<file path="config.mk">
export PLATFORM = sky130hd
export DESIGN_NAME = eprom_program_control
export DESIGN_NICKNAME = d
export VERILOG_FILES = /design/src/core/epc_pkg.sv /design/src/core/epc_sync.sv /design/src/core/epc_func_decode.sv /design/src/core/eprom_program_control.sv
export VERILOG_INCLUDE_DIRS = /design/src /design/src/core
export SDC_FILE = /design/constraint.sdc
export NUM_CORES = 1
export LEC_CHECK = 0
export CORE_ASPECT_RATIO = 0.5
export CORE_UTILIZATION = 56
export CTS_CLUSTER_SIZE = 16
export DETAILED_ROUTE_END_ITERATION = 10
export DONT_BUFFER_PORTS = 1
export MAX_ROUTING_LAYER = met4
export PLACE_DENSITY_LB_ADDON = 0.3
export SLEW_MARGIN = 20
export SYNTH_ARGS = -nofsm -noshare
export SYNTH_HDL_FRONTEND = slang
export SYNTH_SLANG_ARGS = --single-unit
</file>
<file path="constraint.sdc">
create_clock -name mclk -period 1.8 [get_ports mclk]
set_input_delay 0.36 -clock mclk [delete_from_list [all_inputs] [get_ports mclk]]
set_output_delay 0.36 -clock mclk [all_outputs]
set_load 0.02 [all_outputs]
</file>
<file path="src/core/epc_map.svh">
/*
  Register offsets, field positions, reset values and timing counts of the
  one-time-programmable memory write control. Included by the design
  modules, not by the package; holds definitions only.
*/
`ifndef EPC_MAP_SVH
`define EPC_MAP_SVH

`define EPC_OFF_CTRL     4'h0
`define EPC_OFF_STATUS   4'h1
`define EPC_OFF_LAMP     4'h2
`define EPC_OFF_ADDR_LO  4'h3
`define EPC_OFF_ADDR_HI  4'h4
`define EPC_OFF_DATA     4'h5

`define EPC_CTRL_BURN    0
`define EPC_CTRL_HOLD    2
`define EPC_LAMP_WRITE   0
`define EPC_LAMP_CHECK   1

`define EPC_CTRL_RESET   8'h00
`define EPC_LAMP_RESET   2'h0

`define EPC_ROM_LO       16'h3F00
`define EPC_ROM_HI       16'h3FEF
`define EPC_ARRAY_LO     16'h0020
`define EPC_ARRAY_HI     16'h3EFF

`define EPC_SYNC_STAGES  2
`define EPC_STRAP_WAIT   2'h3

`endif

</file>
<file path="src/core/epc_pkg.sv">
/*
  Types of the programmable memory write control: boot functions and the
  packed state record of the top module. Assumes epc_map.svh on the path.
*/
package epc_pkg;

  typedef enum logic [2:0] {
    EPC_FN_WRITE_CHECK,
    EPC_FN_CHECK_ONLY,
    EPC_FN_LOAD_RAM,
    EPC_FN_SECURE,
    EPC_FN_NONE
  } epc_func_t;

  typedef struct packed {
    logic [1:0]  strap_cnt;
    logic        strap_done;
    logic        boot;
    epc_func_t   func;
    logic        hold;
    logic        burn;
    logic        latched;
    logic [15:0] nvm_addr;
    logic [7:0]  nvm_data;
    logic        nvm_rd;
    logic [7:0]  mem_rdata;
    logic [7:0]  reg_rdata;
    logic [1:0]  lamps_sw;
    logic        write_lamp;
    logic        check_lamp;
    logic        vpp;
    logic        rom_sel;
  } epc_state_t;

endpackage

</file>
<file path="src/core/epc_sync.sv">
/*
  Two-stage synchroniser for a group of pin levels. Assumes the pins are
  quasi-static; no bit-to-bit coherence is promised across the group.
*/
`timescale 1ns/1ns
`include "epc_map.svh"
module epc_sync import epc_pkg::*; #(
  parameter int W = 1
) (
  input  wire logic         mclk,   // processor clock
  input  wire logic         arst_n, // async reset, active low
  input  wire logic [W-1:0] d,      // raw pin levels
  output logic      [W-1:0] q       // synchronised levels
);
  genvar i;
  generate
    for (i = 0; i < W; i++) begin : g_bit
      logic meta_q;
      logic sync_q;
      // first stage read only by the second
      always_ff @(posedge mclk or negedge arst_n) begin
        if (!arst_n) begin
          meta_q <= 1'b0;
          sync_q <= 1'b0;
        end else begin
          meta_q <= d[i];
          sync_q <= meta_q;
        end
      end
      assign q[i] = sync_q;
    end
  endgenerate
endmodule

</file>
<file path="src/core/epc_func_decode.sv">
/*
  Decoder of the three boot function select levels, high pin first.
  Assumes synchronised inputs.
*/
`timescale 1ns/1ns
`include "epc_map.svh"
module epc_func_decode import epc_pkg::*; (
  input  wire logic [2:0] sel,  // {hi, mid, lo} select levels
  output epc_func_t       func  // decoded boot function
);
  always_comb begin
    if (sel[2]) begin
      func = EPC_FN_SECURE;
    end else begin
      case (sel[1:0])
        2'h0:    func = EPC_FN_WRITE_CHECK;
        2'h1:    func = EPC_FN_CHECK_ONLY;
        2'h2:    func = EPC_FN_LOAD_RAM;
        default: func = EPC_FN_NONE;
      endcase
    end
  end
endmodule

</file>
<file path="src/core/eprom_program_control.sv">
/*
  Programmable memory write control: boot mode strap at reset release,
  boot function decode, indicator lamps, and the one-byte write control
  register that captures address and data and gates programming voltage.
  Assumes the processor memory port and register port run on mclk, and
  that the array answers array_rdata in the same cycle as nvm_rd_q.
*/
`timescale 1ns/1ns
`include "epc_map.svh"
module eprom_program_control import epc_pkg::*; (
  input  wire logic        mclk,                // processor clock, 100 MHz
  input  wire logic        arst_n,              // chip reset, active low
  input  wire logic [3:0]  reg_addr,            // register offset
  input  wire logic [7:0]  reg_wdata,           // register write data
  input  wire logic        reg_wr,              // register write strobe
  input  wire logic        reg_rd,              // register read strobe
  output logic      [7:0]  reg_rdata_q,         // read data, cycle after strobe
  input  wire logic [15:0] cpu_addr,            // processor memory address
  input  wire logic [7:0]  cpu_wdata,           // processor write data
  input  wire logic        cpu_wr,              // processor memory write
  input  wire logic        cpu_rd,              // processor memory read
  output logic      [7:0]  cpu_rdata_q,         // array read data to processor
  input  wire logic [7:0]  array_rdata,         // array read data
  output logic      [15:0] nvm_addr_q,          // address to array
  output logic      [7:0]  nvm_data_q,          // held data to array
  output logic             nvm_rd_q,            // array read enable
  output logic             program_voltage_q,   // programming voltage on
  output logic             boot_mode_q,         // boot mode entered
  output logic             boot_rom_sel_q,      // boot rom selected
  input  wire logic        test_level_voltage,  // interrupt pin at test level
  input  wire logic        timer_capture_pin,   // capture pin level
  input  wire logic        function_select_hi,  // boot select, high
  input  wire logic        function_select_mid, // boot select, middle
  input  wire logic        function_select_lo,  // boot select, low
  output logic             write_lamp_pin,      // write indicator lamp
  output logic             check_lamp_pin       // check indicator lamp
);

  epc_state_t st_q;
  epc_state_t st_d;
  logic [4:0] pins_s;
  epc_func_t  func_dec;

  function automatic logic in_range(input logic [15:0] a,
                                    input logic [15:0] lo,
                                    input logic [15:0] hi);
    in_range = (a >= lo) && (a <= hi);
  endfunction

  epc_sync #(
    .W (5)
  ) u_sync (
    .mclk   (mclk),
    .arst_n (arst_n),
    .d      ({test_level_voltage, timer_capture_pin, function_select_hi,
              function_select_mid, function_select_lo}),
    .q      (pins_s)
  );

  epc_func_decode u_dec (
    .sel  (pins_s[2:0]),
    .func (func_dec)
  );

  logic ctrl_wr;
  logic lamp_wr;
  logic arr_wr;
  logic arr_rd;
  logic rom_hit;

  assign ctrl_wr = reg_wr && (reg_addr == `EPC_OFF_CTRL);
  assign lamp_wr = reg_wr && (reg_addr == `EPC_OFF_LAMP);
  assign arr_wr  = cpu_wr && in_range(cpu_addr, `EPC_ARRAY_LO, `EPC_ARRAY_HI);
  assign arr_rd  = cpu_rd && in_range(cpu_addr, `EPC_ARRAY_LO, `EPC_ARRAY_HI);
  assign rom_hit = in_range(cpu_addr, `EPC_ROM_LO, `EPC_ROM_HI);

  always_comb begin
    st_d = st_q;

    // straps are read only after the synchroniser has filled
    if (!st_q.strap_done) begin
      if (st_q.strap_cnt == `EPC_STRAP_WAIT) begin
        st_d.strap_done = 1'b1;
        st_d.boot = pins_s[4] && pins_s[3];
      end else begin
        st_d.strap_cnt = st_q.strap_cnt + 2'h1;
      end
    end

    // function follows select pins in boot mode
    st_d.func = st_q.boot ? func_dec : EPC_FN_NONE;

    // boot rom fetches only in boot mode
    st_d.rom_sel = st_q.boot && cpu_rd && rom_hit;

    if (ctrl_wr) begin
      st_d.hold = reg_wdata[`EPC_CTRL_HOLD];
      // hold and burn never rise together
      st_d.burn = reg_wdata[`EPC_CTRL_BURN] && st_q.hold &&
                  reg_wdata[`EPC_CTRL_HOLD];
      if (!reg_wdata[`EPC_CTRL_HOLD]) begin
        st_d.latched = 1'b0;
      end
    end

    // capture the first array write while holding
    // this is how the boot routine copies each image byte
    if (st_q.hold && !st_q.latched && arr_wr) begin
      st_d.latched  = 1'b1;
      st_d.nvm_addr = cpu_addr;
      st_d.nvm_data = cpu_wdata;
    end else if (!st_q.hold) begin
      st_d.nvm_addr = cpu_addr;
    end

    st_d.nvm_rd    = arr_rd && !st_q.hold;
    st_d.mem_rdata = st_q.nvm_rd ? array_rdata : 8'h00;

    st_d.vpp = st_d.burn;

    if (lamp_wr) begin
      st_d.lamps_sw = reg_wdata[1:0];
    end
    st_d.write_lamp = st_q.boot && st_q.lamps_sw[`EPC_LAMP_WRITE];
    st_d.check_lamp = st_q.boot && st_q.lamps_sw[`EPC_LAMP_CHECK];

    st_d.reg_rdata = 8'h00;
    if (reg_rd) begin
      case (reg_addr)
        `EPC_OFF_CTRL:    st_d.reg_rdata = {5'h00, st_q.hold, 1'b0, st_q.burn};
        `EPC_OFF_STATUS:  st_d.reg_rdata = {2'h0, st_q.latched, pins_s[2:0],
                                            st_q.strap_done, st_q.boot};
        `EPC_OFF_LAMP:    st_d.reg_rdata = {6'h00, st_q.lamps_sw};
        `EPC_OFF_ADDR_LO: st_d.reg_rdata = st_q.nvm_addr[7:0];
        `EPC_OFF_ADDR_HI: st_d.reg_rdata = st_q.nvm_addr[15:8];
        `EPC_OFF_DATA:    st_d.reg_rdata = st_q.nvm_data;
        default:          st_d.reg_rdata = 8'h00;
      endcase
    end
  end

  always_ff @(posedge mclk or negedge arst_n) begin
    if (!arst_n) begin
      st_q            <= '0;
      st_q.func       <= EPC_FN_NONE;
      st_q.hold       <= 1'((`EPC_CTRL_RESET >> `EPC_CTRL_HOLD) & 8'h01);
      st_q.lamps_sw   <= `EPC_LAMP_RESET;
    end else begin
      st_q <= st_d;
    end
  end

  assign reg_rdata_q       = st_q.reg_rdata;
  assign cpu_rdata_q       = st_q.mem_rdata;
  assign nvm_addr_q        = st_q.nvm_addr;
  assign nvm_data_q        = st_q.nvm_data;
  assign nvm_rd_q          = st_q.nvm_rd;
  assign program_voltage_q = st_q.vpp;
  assign boot_mode_q       = st_q.boot;
  assign boot_rom_sel_q    = st_q.rom_sel;
  assign write_lamp_pin    = st_q.write_lamp;
  assign check_lamp_pin    = st_q.check_lamp;
endmodule

</file>
==> impl_results.md, run 1 <==
* Cell type with the highest occurrence count on the critical path: sky130_fd_sc_hd__or4b_4
* Number of remaining DRC errors at 0
* Minimum clock period at 1.98 ns
* Post-DR vias/cell at 5.71
* Commonest register cell after synthesis: sky130_fd_sc_hd__dfrtp_1
* CTS H-tree lvls at 3
* Area used by multi-input combinational logic at 978 um2
* Final layout net count at 253
* Worst-case register-to-register setup slack at -0.18 ns
* Filler instances at 402
* Xor/xnor share of the synthesized area at 0.303%
* Diodes inserted at 0
* Core box area at 4930 um2
* Estimated wirelength of the detail-placed design at 3850 um
* Number of distinct library cell variants in the gate-level netlist after synthesis at 39
* Total power at 3.74 mW
* Worst-Skew Late Latency at 0.33 ns
* Worst path buffer plus inverter count at 1
* Worst setup timing slack at the placement stage at -0.259 ns
* Static Leak at 1.31 nW
* Num rows at 18
* Total power density per cell area at 1280 nW/um2
* Post-synthesis sequential element count at 63
* Final Skew at 0.0115 ns
* Simple-gate share of the synthesized area at 10.7%
* Worst ir drop on vdd at 828 uV
* Post-layout worst setup margin at -0.178 ns
* CP delay by family, top: simple AND/OR/NAND/NOR gates
* Number of sinks handled by clock tree synthesis at 63
* Final-layout worst hold slack at -0.280 ns
* Synthesized-area fraction occupied by ao, oa, aoi and oai cells at 6.59%
* Die ar. at 5470 um2
* Chip width at 104 um
* Synth Warn # at 0
* Die span in y at 52.8 um
* Residual antenna-violating net count after detailed routing at 0
* RSZ-0062 raised after global routing: true
* Startpoint class of the critical path: flop
* Clock buffers created by TritonCTS at 9
* Final worst-path cycle share at 110%
* Router iterations before antenna repair at 4
* Status: finished, violations left
* Tightest Hold Check Type: input port to asynchronous set/reset pin
* Sequential cell area fraction in the yosys report at 54.6%
* Overall Global Routing Usage at 21.9%
* Clock tree from TritonCTS: done
* Starting density of the core at 58.5%
* Arrival time at the worst endpoint at 2.20 ns
* Grt ovf at 0
* Synthesized-area fraction occupied by adder cells at 0.433%
* Worst Path Max Fanout at 6
* Critical path's slowest cell: sky130_fd_sc_hd__or4b_4
* Max frequency at 506 MHz
* Fraction of layout cells with a size suffix above 1 at 31.7%
* Final setup fails at 19
* Final GP Congestion at 0.836
* Register area at 1580 um2
* Post-synthesis mux area share at 15.2%
* Chain of cells forming the critical path: or4b_4 -> or4b_4 -> buf_8 -> mux2_4
* Fraction of synthesis flops using an asynchronous set or reset pin at 100%
* Boundary pin count at 101
* Drt first-iter violations at 44
* Cell at the root of the clock tree: sky130_fd_sc_hd__clkbuf_8
* Number of enable flip-flop cells after synthesis at 0
* Post-Syn Area per Cell at 13.1 um2
* Combined area of all synthesized cells at 2890 um2
* Util after Layout at 59.1%
* Post-synthesis net count at 277
* Number of vias in the routed layout at 1,553
* Max-capacitance violation count at 0
* Slew headroom at 68.7%
* Clk pin slew, worst setup/hold paths at 0.07 ns
* Transition at the pin with the smallest max-transition slack at 0.465 ns
* Count of buffers inserted at the top-level ports at 0
* P&R area growth vs syn at 0.997%
* Number of max-slew violations in the final report at 0
* Beginning of the worst register-to-register path: st_q[47]
* Gate count after technology mapping at 221
* Combinational family with the most area after synthesis: multiplexers
* Violated checks: hold timing, setup timing
* Detailed-route wire length per cell at 19.6 um
* Required time reported for the critical path endpoint at 2.02 ns
* Hold violation count in the final report at 63
* Endpoint class of the critical path: flop
* Maximum cell stage delay along the critical path at 0.52 ns
* Wire length of the first global-routing pass at 8360 um
* Wire length reported by the detailed router at 5330 um
* Buffer levels on the longest clock path at 2
* Largest net degree at the start of global routing at 64
* Via count of the first global-routing pass at 1,581
* Initial antenna violation count at 0
* Endpoint of the lowest-slack register-to-register path: nvm_data_q[5]
* Worst R2R Path Depth at 4
* Kind of critical path: flop to flop
-- worst max path at each step --
stage / from / to / slack (ns) / depth (start not counted)
floorplan: st_q[47] / nvm_data_q[0] / -0.16 / 4
global placement: st_q[47] / nvm_data_q[2] / -0.23 / 4
detailed placement: st_q[47] / nvm_data_q[5] / -0.26 / 4
CTS: st_q[47] / nvm_data_q[5] / -0.20 / 4
global route: st_q[47] / nvm_data_q[5] / -0.20 / 4
finish: st_q[47] / nvm_data_q[5] / -0.18 / 4
-- per-stage QoR --
stage / TNS (ns) / instances / instance area, um2
5_1_grt: -2.90 / 272 / 2920
6_report: -2.08 / 272 / 2920
4_1_cts: -2.15 / 271 / 2910
3_3_place_gp: -4.05 / 254 / 2710
3_5_place_dp: -4.27 / 254 / 2710
2_1_floorplan: -1.94 / 221 / 2890
-- placed cells by master (no fill, tap or decap), drive strengths merged --
master    instances
a32o              3
o31ai             2
a211oi            2
and4              1
nor2             12
nand2b            1
nand4             3
nor3b             1
o21ai             4
clkinvlp          1
or4b              3
a22o              3
inv               4
a31o              2
clkbuf           12
nor2b             3
or3               2
dfrtp            63
a22oi             4
clkinv            3
nand2             5
buf              11
mux2             29
mux4              2
ha                1
nor4              3
a32oi             3
or4               2
mux2i             1
a21oi             1
and2             11
xor2              1
nor3              1
nand3b            2
-- where the power goes --
part	internal, mW	switching [mW]
Clock	0.493	0.509
Sequential	1.64	0.465
Combinational	0.416	0.210
-- cell usage after synthesis, types with 3 or more instances --
| library cell | instances | area [um2] |
|---|---|---|
| sky130_fd_sc_hd__dfrtp_1 | 63 | 1580 |
| sky130_fd_sc_hd__buf_4 | 40 | 300 |
| sky130_fd_sc_hd__mux2_4 | 15 | 225 |
| sky130_fd_sc_hd__mux2_2 | 14 | 158 |
| sky130_fd_sc_hd__nor2_1 | 12 | 45.0 |
| sky130_fd_sc_hd__and2_1 | 11 | 68.8 |
| sky130_fd_sc_hd__nand2_1 | 5 | 18.8 |
| sky130_fd_sc_hd__a22oi_1 | 4 | 30.0 |
| sky130_fd_sc_hd__clkbuf_1 | 4 | 15.0 |
| sky130_fd_sc_hd__inv_1 | 4 | 15.0 |
| sky130_fd_sc_hd__o21ai_0 | 4 | 20.0 |
| sky130_fd_sc_hd__a22o_1 | 3 | 26.3 |
| sky130_fd_sc_hd__a32o_1 | 3 | 30.0 |
| sky130_fd_sc_hd__a32oi_1 | 3 | 26.3 |
| sky130_fd_sc_hd__nand4_1 | 3 | 18.8 |
| sky130_fd_sc_hd__nor2b_1 | 3 | 18.8 |
-- repair_timing --
item / CTS / global route
hold endpoints to repair: 63 / 63
gates resized for setup: 8 / 0
buffers inserted: 1 / 1
pin swaps: 2 / 1
setup endpoints to repair: 24 / 21
-- flip-flops by register name, summed over array words and instances, names as in the netlist --
| register | cells |
|---|---|
| write_lamp_pin | 1 |
| u_sync.g_bit.meta_q | 5 |
| st_q | 7 |
| cpu_rdata_q | 8 |
| program_voltage_q | 1 |
| nvm_addr_q | 16 |
| boot_mode_q | 1 |
| u_sync.g_bit.sync_q | 5 |
| reg_rdata_q | 8 |
| check_lamp_pin | 1 |
| boot_rom_sel_q | 1 |
| nvm_data_q | 8 |
| nvm_rd_q | 1 |
-- layout make-up --
| cell class | count | share of cell area, % |
|---|---|---|
| inverters | 4 | 0.515 |
| flip-flops and latches | 63 | 54.1 |
| clock buffers | 12 | 4.63 |
| repair buffers | 11 | 3.47 |
| well taps | 70 | 3.00 |
| multi-input cells | 108 | 33.5 |
| clock inverters | 4 | 0.772 |
-- kinds of logic (layout without fill, tap and decap cells) --
group	Yosys count	count (layout)
flip-flops	63	63
AND/OR/NAND/NOR	50	50
buffers and inverters	50	31
multiplexers	32	32
AO/OA/AOI/OAI	24	24
adder cells (fa/ha/maj)	1	1
XOR/XNOR	1	1
-- per-layer routing --
| metal | track usage, % | vias up | share of wire [%] |
|---|---|---|---|
| met2 | 33.0 | 74 | 45 |
| li1 | - | 693 | - |
| met4 | 9.66 | 0 | 1.9 |
| met5 | - | - | 0 |
| met1 | 25.6 | 770 | 43 |
| met3 | 10.3 | 16 | 9.9 |
No activity file was read; power rests on OpenSTA's default activity.
==> inputs of run 2 (changes only) <==
--- a/config.mk
+++ b/config.mk
@@ -6,7 +6,6 @@
 export SDC_FILE = /design/constraint.sdc
 export NUM_CORES = 1
 export LEC_CHECK = 0
-export CORE_ASPECT_RATIO = 0.5
 export CORE_UTILIZATION = 56
 export CTS_CLUSTER_SIZE = 16
 export DETAILED_ROUTE_END_ITERATION = 10
==> run 2 against run 1 <==
The run still ends with hold timing, setup timing left; combinational power about the same; clock power increased by 35%; die area decreased by 0.32%; first-iteration DRC count decreased by 20%; largest cell class unchanged.
==> impl_results.md, run 2 (same netlist as run 1, synthesis figures left out) <==
* Post-layout worst setup margin at -0.173 ns (+0.00471 ns)
* Hold violation count in the final report at 63 (unchanged)
* Fraction of layout cells with a size suffix above 1 at 33.0% (+1.3 points)
* Clk pin slew, worst setup/hold paths at 0.07 ns (about the same)
* Number of sinks handled by clock tree synthesis at 63 (unchanged)
* Highest-count cells in the layout ignoring fill and taps: 63 x sky130_fd_sc_hd__dfrtp_1, 15 x sky130_fd_sc_hd__mux2_4, 14 x sky130_fd_sc_hd__mux2_2
* P&R area growth vs syn at 3.34%
* Number of vias in the routed layout at 1,563 (+0.64%)
* Wire length reported by the detailed router at 5280 um (-0.92%)
* Required time reported for the critical path endpoint at 2.01 ns (about the same)
* Tightest Hold Check Type: input port to asynchronous set/reset pin
* Chain of cells forming the critical path: or4b_4 -> or4b_4 -> buf_8 -> mux2_4
* Largest net degree at the start of global routing at 64 (unchanged)
* Die span in y at 73.8 um (+40%)
* Count of buffers inserted at the top-level ports at 0 (unchanged)
* Post-DR vias/cell at 5.79 (+1.4%)
* Number of max-slew violations in the final report at 0 (unchanged)
* Total power at 4.08 mW (+9.2%)
* Met3 routing resource usage after global routing at 8.09% (-2.2 points)
* Clock tree from TritonCTS: done
* Setup tns final at -1.94 ns (+0.141 ns)
* Starting density of the core at 59.6% (+1.0 points)
* Worst setup timing slack at the placement stage at -0.240 ns (+0.0195 ns)
* Residual antenna-violating net count after detailed routing at 0 (unchanged)
* Final-layout worst hold slack at -0.282 ns (-0.00176 ns)
* CTS H-tree lvls at 3 (unchanged)
* Number of remaining DRC errors at 0 (unchanged)
* Final GP Congestion at 0.848 (+1.4%)
* Most crowded layer after global routing: met2
* CP delay by family, top: simple AND/OR/NAND/NOR gates
* Violated checks: hold timing, setup timing
* Kind of critical path: flop to flop
* Initial antenna violation count at 0 (unchanged)
* Buffer levels on the longest clock path at 2 (unchanged)
* Critical path's slowest cell: sky130_fd_sc_hd__or4b_4
* Placed cells at 252 (-0.79%)
* Grt ovf at 0 (unchanged)
* First element of the critical path: st_q[47]
* Cell at the root of the clock tree: sky130_fd_sc_hd__clkbuf_8
* Drt first-iter violations at 35 (-20%)
* Cell type with the highest occurrence count on the critical path: sky130_fd_sc_hd__or4b_4
* Transition at the pin with the smallest max-transition slack at 0.463 ns (-0.00230 ns)
* RSZ-0062 raised after global routing: true
* Worst Path Max Fanout at 7 (+1)
* Die ar. at 5450 um2 (-0.32%)
* Minimum clock period at 1.97 ns (-0.00471 ns)
* Final Skew at 0.00846 ns (-0.00307 ns)
* Router iterations before antenna repair at 4 (unchanged)
* Chip width at 73.8 um (-29%)
* Register area at 1580 um2 (unchanged)
* Clock buffers created by TritonCTS at 9 (unchanged)
* Diodes inserted at 0 (unchanged)
* Estimated wirelength of the detail-placed design at 3930 um (+2.1%)
* Beginning of the worst register-to-register path: st_q[47]
* Detailed-route wire length per cell at 19.6 um (-0.19%)
* Max frequency at 507 MHz (+0.24%)
* Final layout net count at 254 (+0.40%)
* Util after Layout at 61.5% (+2.4 points)
* Final setup fails at 19 (unchanged)
* Arrival time at the worst endpoint at 2.18 ns (-0.02 ns)
* Via count of the first global-routing pass at 1,654 (+4.6%)
* Core box area at 4850 um2 (-1.7%)
* Most common cell after layout, fill and taps aside: sky130_fd_sc_hd__dfrtp_1
* Finished Layout Cells at 270 (-0.74%)
* Slew headroom at 68.9% (+0.15 points)
* Filler instances at 391 (-2.7%)
* Worst ir drop on vdd at 744 uV (-10%)
* Boundary pin count at 101 (unchanged)
* Static Leak at 1.35 nW (+3.1%)
* Total power density per cell area at 1370 nW/um2 (+6.7%)
* Num rows at 25 (+7)
* Overall Global Routing Usage at 22.7% (+0.73 points)
* Worst-Skew Late Latency at 0.33 ns (about the same)
* Endpoint class of the critical path: flop
* Area used by multi-input combinational logic at 980 um2 (+0.13%)
* Largest register FFs at 16 (unchanged)
* Final worst-path cycle share at 110% (-0.26 points)
* Max-capacitance violation count at 0 (unchanged)
* Met1 Track Usage GR at 26.2% (+0.55 points)
* Maximum cell stage delay along the critical path at 0.52 ns (about the same)
* Wire length of the first global-routing pass at 8250 um (-1.2%)
* Startpoint class of the critical path: flop
* Met2 usage at 34.9% (+1.9 points)
* Status: finished, violations left
* Worst path buffer plus inverter count at 1 (unchanged)
run 2: changes by cell type in the layout (fill, tap and decap cells not counted), moves of 2 or more:
| cell | previous run | this run |
|---|---|---|
| sky130_fd_sc_hd__buf_4 | 7 | 9 |
| sky130_fd_sc_hd__bufinv_16 | 0 | 2 |
| sky130_fd_sc_hd__clkbuf_8 | 9 | 11 |
| sky130_fd_sc_hd__clkinv_2 | 3 | 1 |
run 2: final timing paths:
| path | endpoint | slack (ns) | depth (start not counted) |
|---|---|---|---|
| worst min-delay path | nvm_addr_q[5] | -0.28 | 0 |
| worst max register to register | nvm_data_q[4] | -0.17 | 4 |
| worst max-delay path | nvm_data_q[4] | -0.17 | 4 |
| min in group mclk | u_sync.g_bit[4].meta_q | 0.06 | 0 |
| max in group asynchronous | nvm_data_q[5] | 1.99 | 0 |
| worst min register to register | u_sync.g_bit[2].sync_q | 0.35 | 0 |
run 2: report_power, final:
| group | total [mW] | internal [mW] | leakage, nW | switching, mW |
|---|---|---|---|---|
| Combinational | 0.624 | 0.424 | 0.458 | 0.200 |
| Clock | 1.35 | 0.854 | 0.114 | 0.492 |
| Sequential | 2.11 | 1.64 | 0.781 | 0.464 |
run 2: layout make-up:
class	instances	share of cell area [%]
clock buffers	13	5.32
clock inverters	3	2.18
inverters	4	0.503
multi-input cells	108	32.8
flip-flops and latches	63	52.8
well taps	67	2.81
repair buffers	12	3.52
run 2: per-stage QoR:
stage | cell area (um2) | hold slack, ns
after floorplan | 2890 | 0.0644
after global placement | 2710 | 0.0658
after detailed placement | 2710 | 0.0656
after CTS | 2980 | -0.304
after global routing | 2980 | -0.311
final | 2980 | -0.282
run 2: per-layer routing:
metal | up-vias | share of wire [%]
met3 | 5 | 8.2
met2 | 79 | 49
li1 | 694 | -
met1 | 785 | 41
met4 | 0 | 1.5
met5 | - | 0
run 2: repair_timing:
action / CTS / global route
gates cloned: 0 / 0
resized for setup: 7 / 1
setup endpoints to repair: 24 / 22
pin swaps: 2 / 2
hold endpoints to repair: 63 / 63
setup buffers: 1 / 1
==> inputs of run 3 (changes only) <==
--- a/config.mk
+++ b/config.mk
@@ -6,7 +6,7 @@
 export SDC_FILE = /design/constraint.sdc
 export NUM_CORES = 1
 export LEC_CHECK = 0
-export CORE_UTILIZATION = 56
+export CORE_UTILIZATION = 62
 export CTS_CLUSTER_SIZE = 16
 export DETAILED_ROUTE_END_ITERATION = 10
 export DONT_BUFFER_PORTS = 1
==> constraint.sdc (replaced) <==
create_clock -name mclk -period 2.2 [get_ports mclk]
set_input_delay 0.44 -clock mclk [delete_from_list [all_inputs] [get_ports mclk]]
set_output_delay 0.44 -clock mclk [all_outputs]
set_load 0.02 [all_outputs]
==> run 3 against run 2 <==
The run now ends clean; count of clock-buffer cells in the layout shrank 1; cell area decreased by 2.6%; clock skew is 0.00065 ns higher; via count up 0.77%; worst hold slack better by 0.42 ns; maximum frequency is 7.9% lower; sequential cell count stayed put.
==> impl_results.md, run 3 (same netlist as run 1, synthesis figures left out) <==
* Status: completed
* Via count of the first global-routing pass at 1,639 (-0.91%)
* Placed Instance Area at 2680 um2 (-1.2%)
* Largest register FFs at 16 (unchanged)
* Wire length of the first global-routing pass at 8680 um (+5.2%)
* Cell area after layout at 2910 um2 (-2.6%)
* Worst ir drop on vdd at 828 uV (+11%)
* Required time reported for the critical path endpoint at 2.41 ns (+0.40 ns)
* Setup tns final at 0 ns (+1.94 ns)
* Worst Path Max Fanout at 7 (unchanged)
* Area used by multi-input combinational logic at 958 um2 (-2.2%)
* Num rows at 24 (-4.0%)
* Total power density per cell area at 1090 nW/um2 (-20%)
* Hold violation count in the final report at 0 (-100%)
* Kind of critical path: flop to flop
* CTS H-tree lvls at 3 (unchanged)
* Boundary pin count at 101 (unchanged)
* Clock buffers created by TritonCTS at 9 (unchanged)
* Most common cell after layout, fill and taps aside: sky130_fd_sc_hd__dfrtp_1
* Count of buffers inserted at the top-level ports at 0 (unchanged)
* Diodes inserted at 0 (unchanged)
* Residual antenna-violating net count after detailed routing at 0 (unchanged)
* Clock tree from TritonCTS: done
* Startpoint class of the critical path: flop
* Detailed-route wire length per cell at 21.0 um (+7.5%)
* Cell at the root of the clock tree: sky130_fd_sc_hd__clkbuf_8
* Sw Ratio at 30.5% (+2.1 points)
* Filler instances at 344 (-12%)
* Clk pin slew, worst setup/hold paths at 0.07 ns (about the same)
* Fraction of layout cells with a size suffix above 1 at 30.0% (-3.0 points)
* Estimated wirelength of the detail-placed design at 3890 um (-1.2%)
* Number of remaining DRC errors at 0 (unchanged)
* Worst-Skew Late Latency at 0.33 ns (about the same)
* Relative contribution of the clock network to total power at 30.4% (-2.6 points)
* RSZ-0062 raised after global routing: false
* Initial antenna violation count at 0 (unchanged)
* Core box area at 4410 um2 (-9.0%)
* Register area at 1580 um2 (unchanged)
* Minimum clock period at 2.14 ns (+0.170 ns)
* Die span in y at 70.2 um (-4.8%)
* Endpoint class of the critical path: flop
* Starting density of the core at 65.4% (+5.9 points)
* Chip width at 70.2 um (-4.8%)
* Router iterations before antenna repair at 4 (unchanged)
* Final worst-path cycle share at 97.4% (-12 points)
* Post-DR vias/cell at 6.25 (+8.0%)
* Grt ovf at 0 (unchanged)
* Comb power frac at 15.1% (-0.2 points)
* Max frequency at 467 MHz (-7.9%)
* Final setup fails at 0 (-19)
* Highest-count cells in the layout ignoring fill and taps: 63 x sky130_fd_sc_hd__dfrtp_1, 15 x sky130_fd_sc_hd__mux2_4, 14 x sky130_fd_sc_hd__mux2_2
* Seq pwr share at 54.5% (+2.8 points)
* Final GP Congestion at 0.909 (+7.2%)
* Net load switching power at 964 uW (-17%)
* Arrival time at the worst endpoint at 2.35 ns (+0.17 ns)
* Drt first-iter violations at 95 (+170%)
* Number of sinks handled by clock tree synthesis at 63 (unchanged)
* Max-capacitance violation count at 0 (unchanged)
* P&R area growth vs syn at 0.693%
* Wire length reported by the detailed router at 5300 um (+0.36%)
* Final Skew at 0.00911 ns (+0.000653 ns)
* Final layout net count at 251 (-1.2%)
* Tightest Hold Check Type: input port to flop
* Transition at the pin with the smallest max-transition slack at 0.523 ns (+0.0599 ns)
* Number of gates resized after CTS at 0 (-7)
* Internal Power at 2.20 mW (-25%)
* Slew headroom at 64.8% (-4.0 points)
* Number of max-slew violations in the final report at 0 (unchanged)
* Number of vias in the routed layout at 1,575 (+0.77%)
* Overall Global Routing Usage at 24.6% (+2.0 points)
* Buffer levels on the longest clock path at 2 (unchanged)
* Static Leak at 1.32 nW (-2.3%)
* Largest net degree at the start of global routing at 64 (unchanged)
* Die ar. at 4930 um2 (-9.4%)
[run 3: cell type report]
class	instances	area share, %
Sequential cell	63	54.2
Multi-Input combinational cell	108	33.0
Tap cell	52	2.24
Clock buffer	12	4.99
Clock inverter	4	1.55
Inverter	4	0.516
Timing Repair Buffer	9	3.53
[run 3: metal layers]
metal | global-route usage (%) | vias up | part of all wire, %
li1 | - | 686 | -
met1 | 30.9 | 781 | 39
met2 | 34.7 | 90 | 47
met3 | 9.67 | 18 | 11
met4 | 12.4 | 0 | 3.3
met5 | - | - | 0
[run 3: critical path, cell delays in order (launching register included)]
cell	delay [ns]
sky130_fd_sc_hd__dfrtp_1	0.40
sky130_fd_sc_hd__or4b_4	0.56
sky130_fd_sc_hd__or4b_1	0.58
sky130_fd_sc_hd__buf_12	0.19
sky130_fd_sc_hd__mux2_4	0.29
[run 3: worst paths after layout]
path,start,to,slack (ns),cells past startpoint
max,st_q[47],nvm_data_q[2],0.06,4
min,function_select_mid,u_sync.g_bit[1].meta_q,0.14,0
max reg2reg,st_q[47],nvm_data_q[2],0.06,4
min reg2reg,u_sync.g_bit[1].meta_q,u_sync.g_bit[1].sync_q,0.35,0
max in group asynchronous,arst_n,u_sync.g_bit[0].sync_q,1.29,2
min in group asynchronous,arst_n,nvm_data_q[7],0.65,2
[run 3: repair_timing]
action                                 CTS  global route
setup buffers                            0             0
endpoints found under the hold margin   63             0
hold buffers                             2             0
[run 3: through the flow]
step,worst slack [ns],std cells,utilization (%),total power [mW],hold WS [ns]
floorplan,0.176,221,-,2.28,0.144
global placement,0.0659,234,60.7,2.17,0.146
detailed placement,0.0188,234,60.7,2.20,0.146
CTS,0.0594,252,65.9,3.19,0.124
global route,0.0105,252,65.9,3.31,0.119
finish,0.0565,252,65.9,3.16,0.135
[run 3: power groups by stage]
stage	Sequential (mW)	Clock [mW]	Combinational, mW
2_1_floorplan	1.48	0	0.804
3_3_place_gp	1.74	0	0.433
3_5_place_dp	1.75	0	0.450
4_1_cts	1.72	0.983	0.483
5_1_grt	1.75	1.04	0.519
6_report	1.72	0.963	0.477
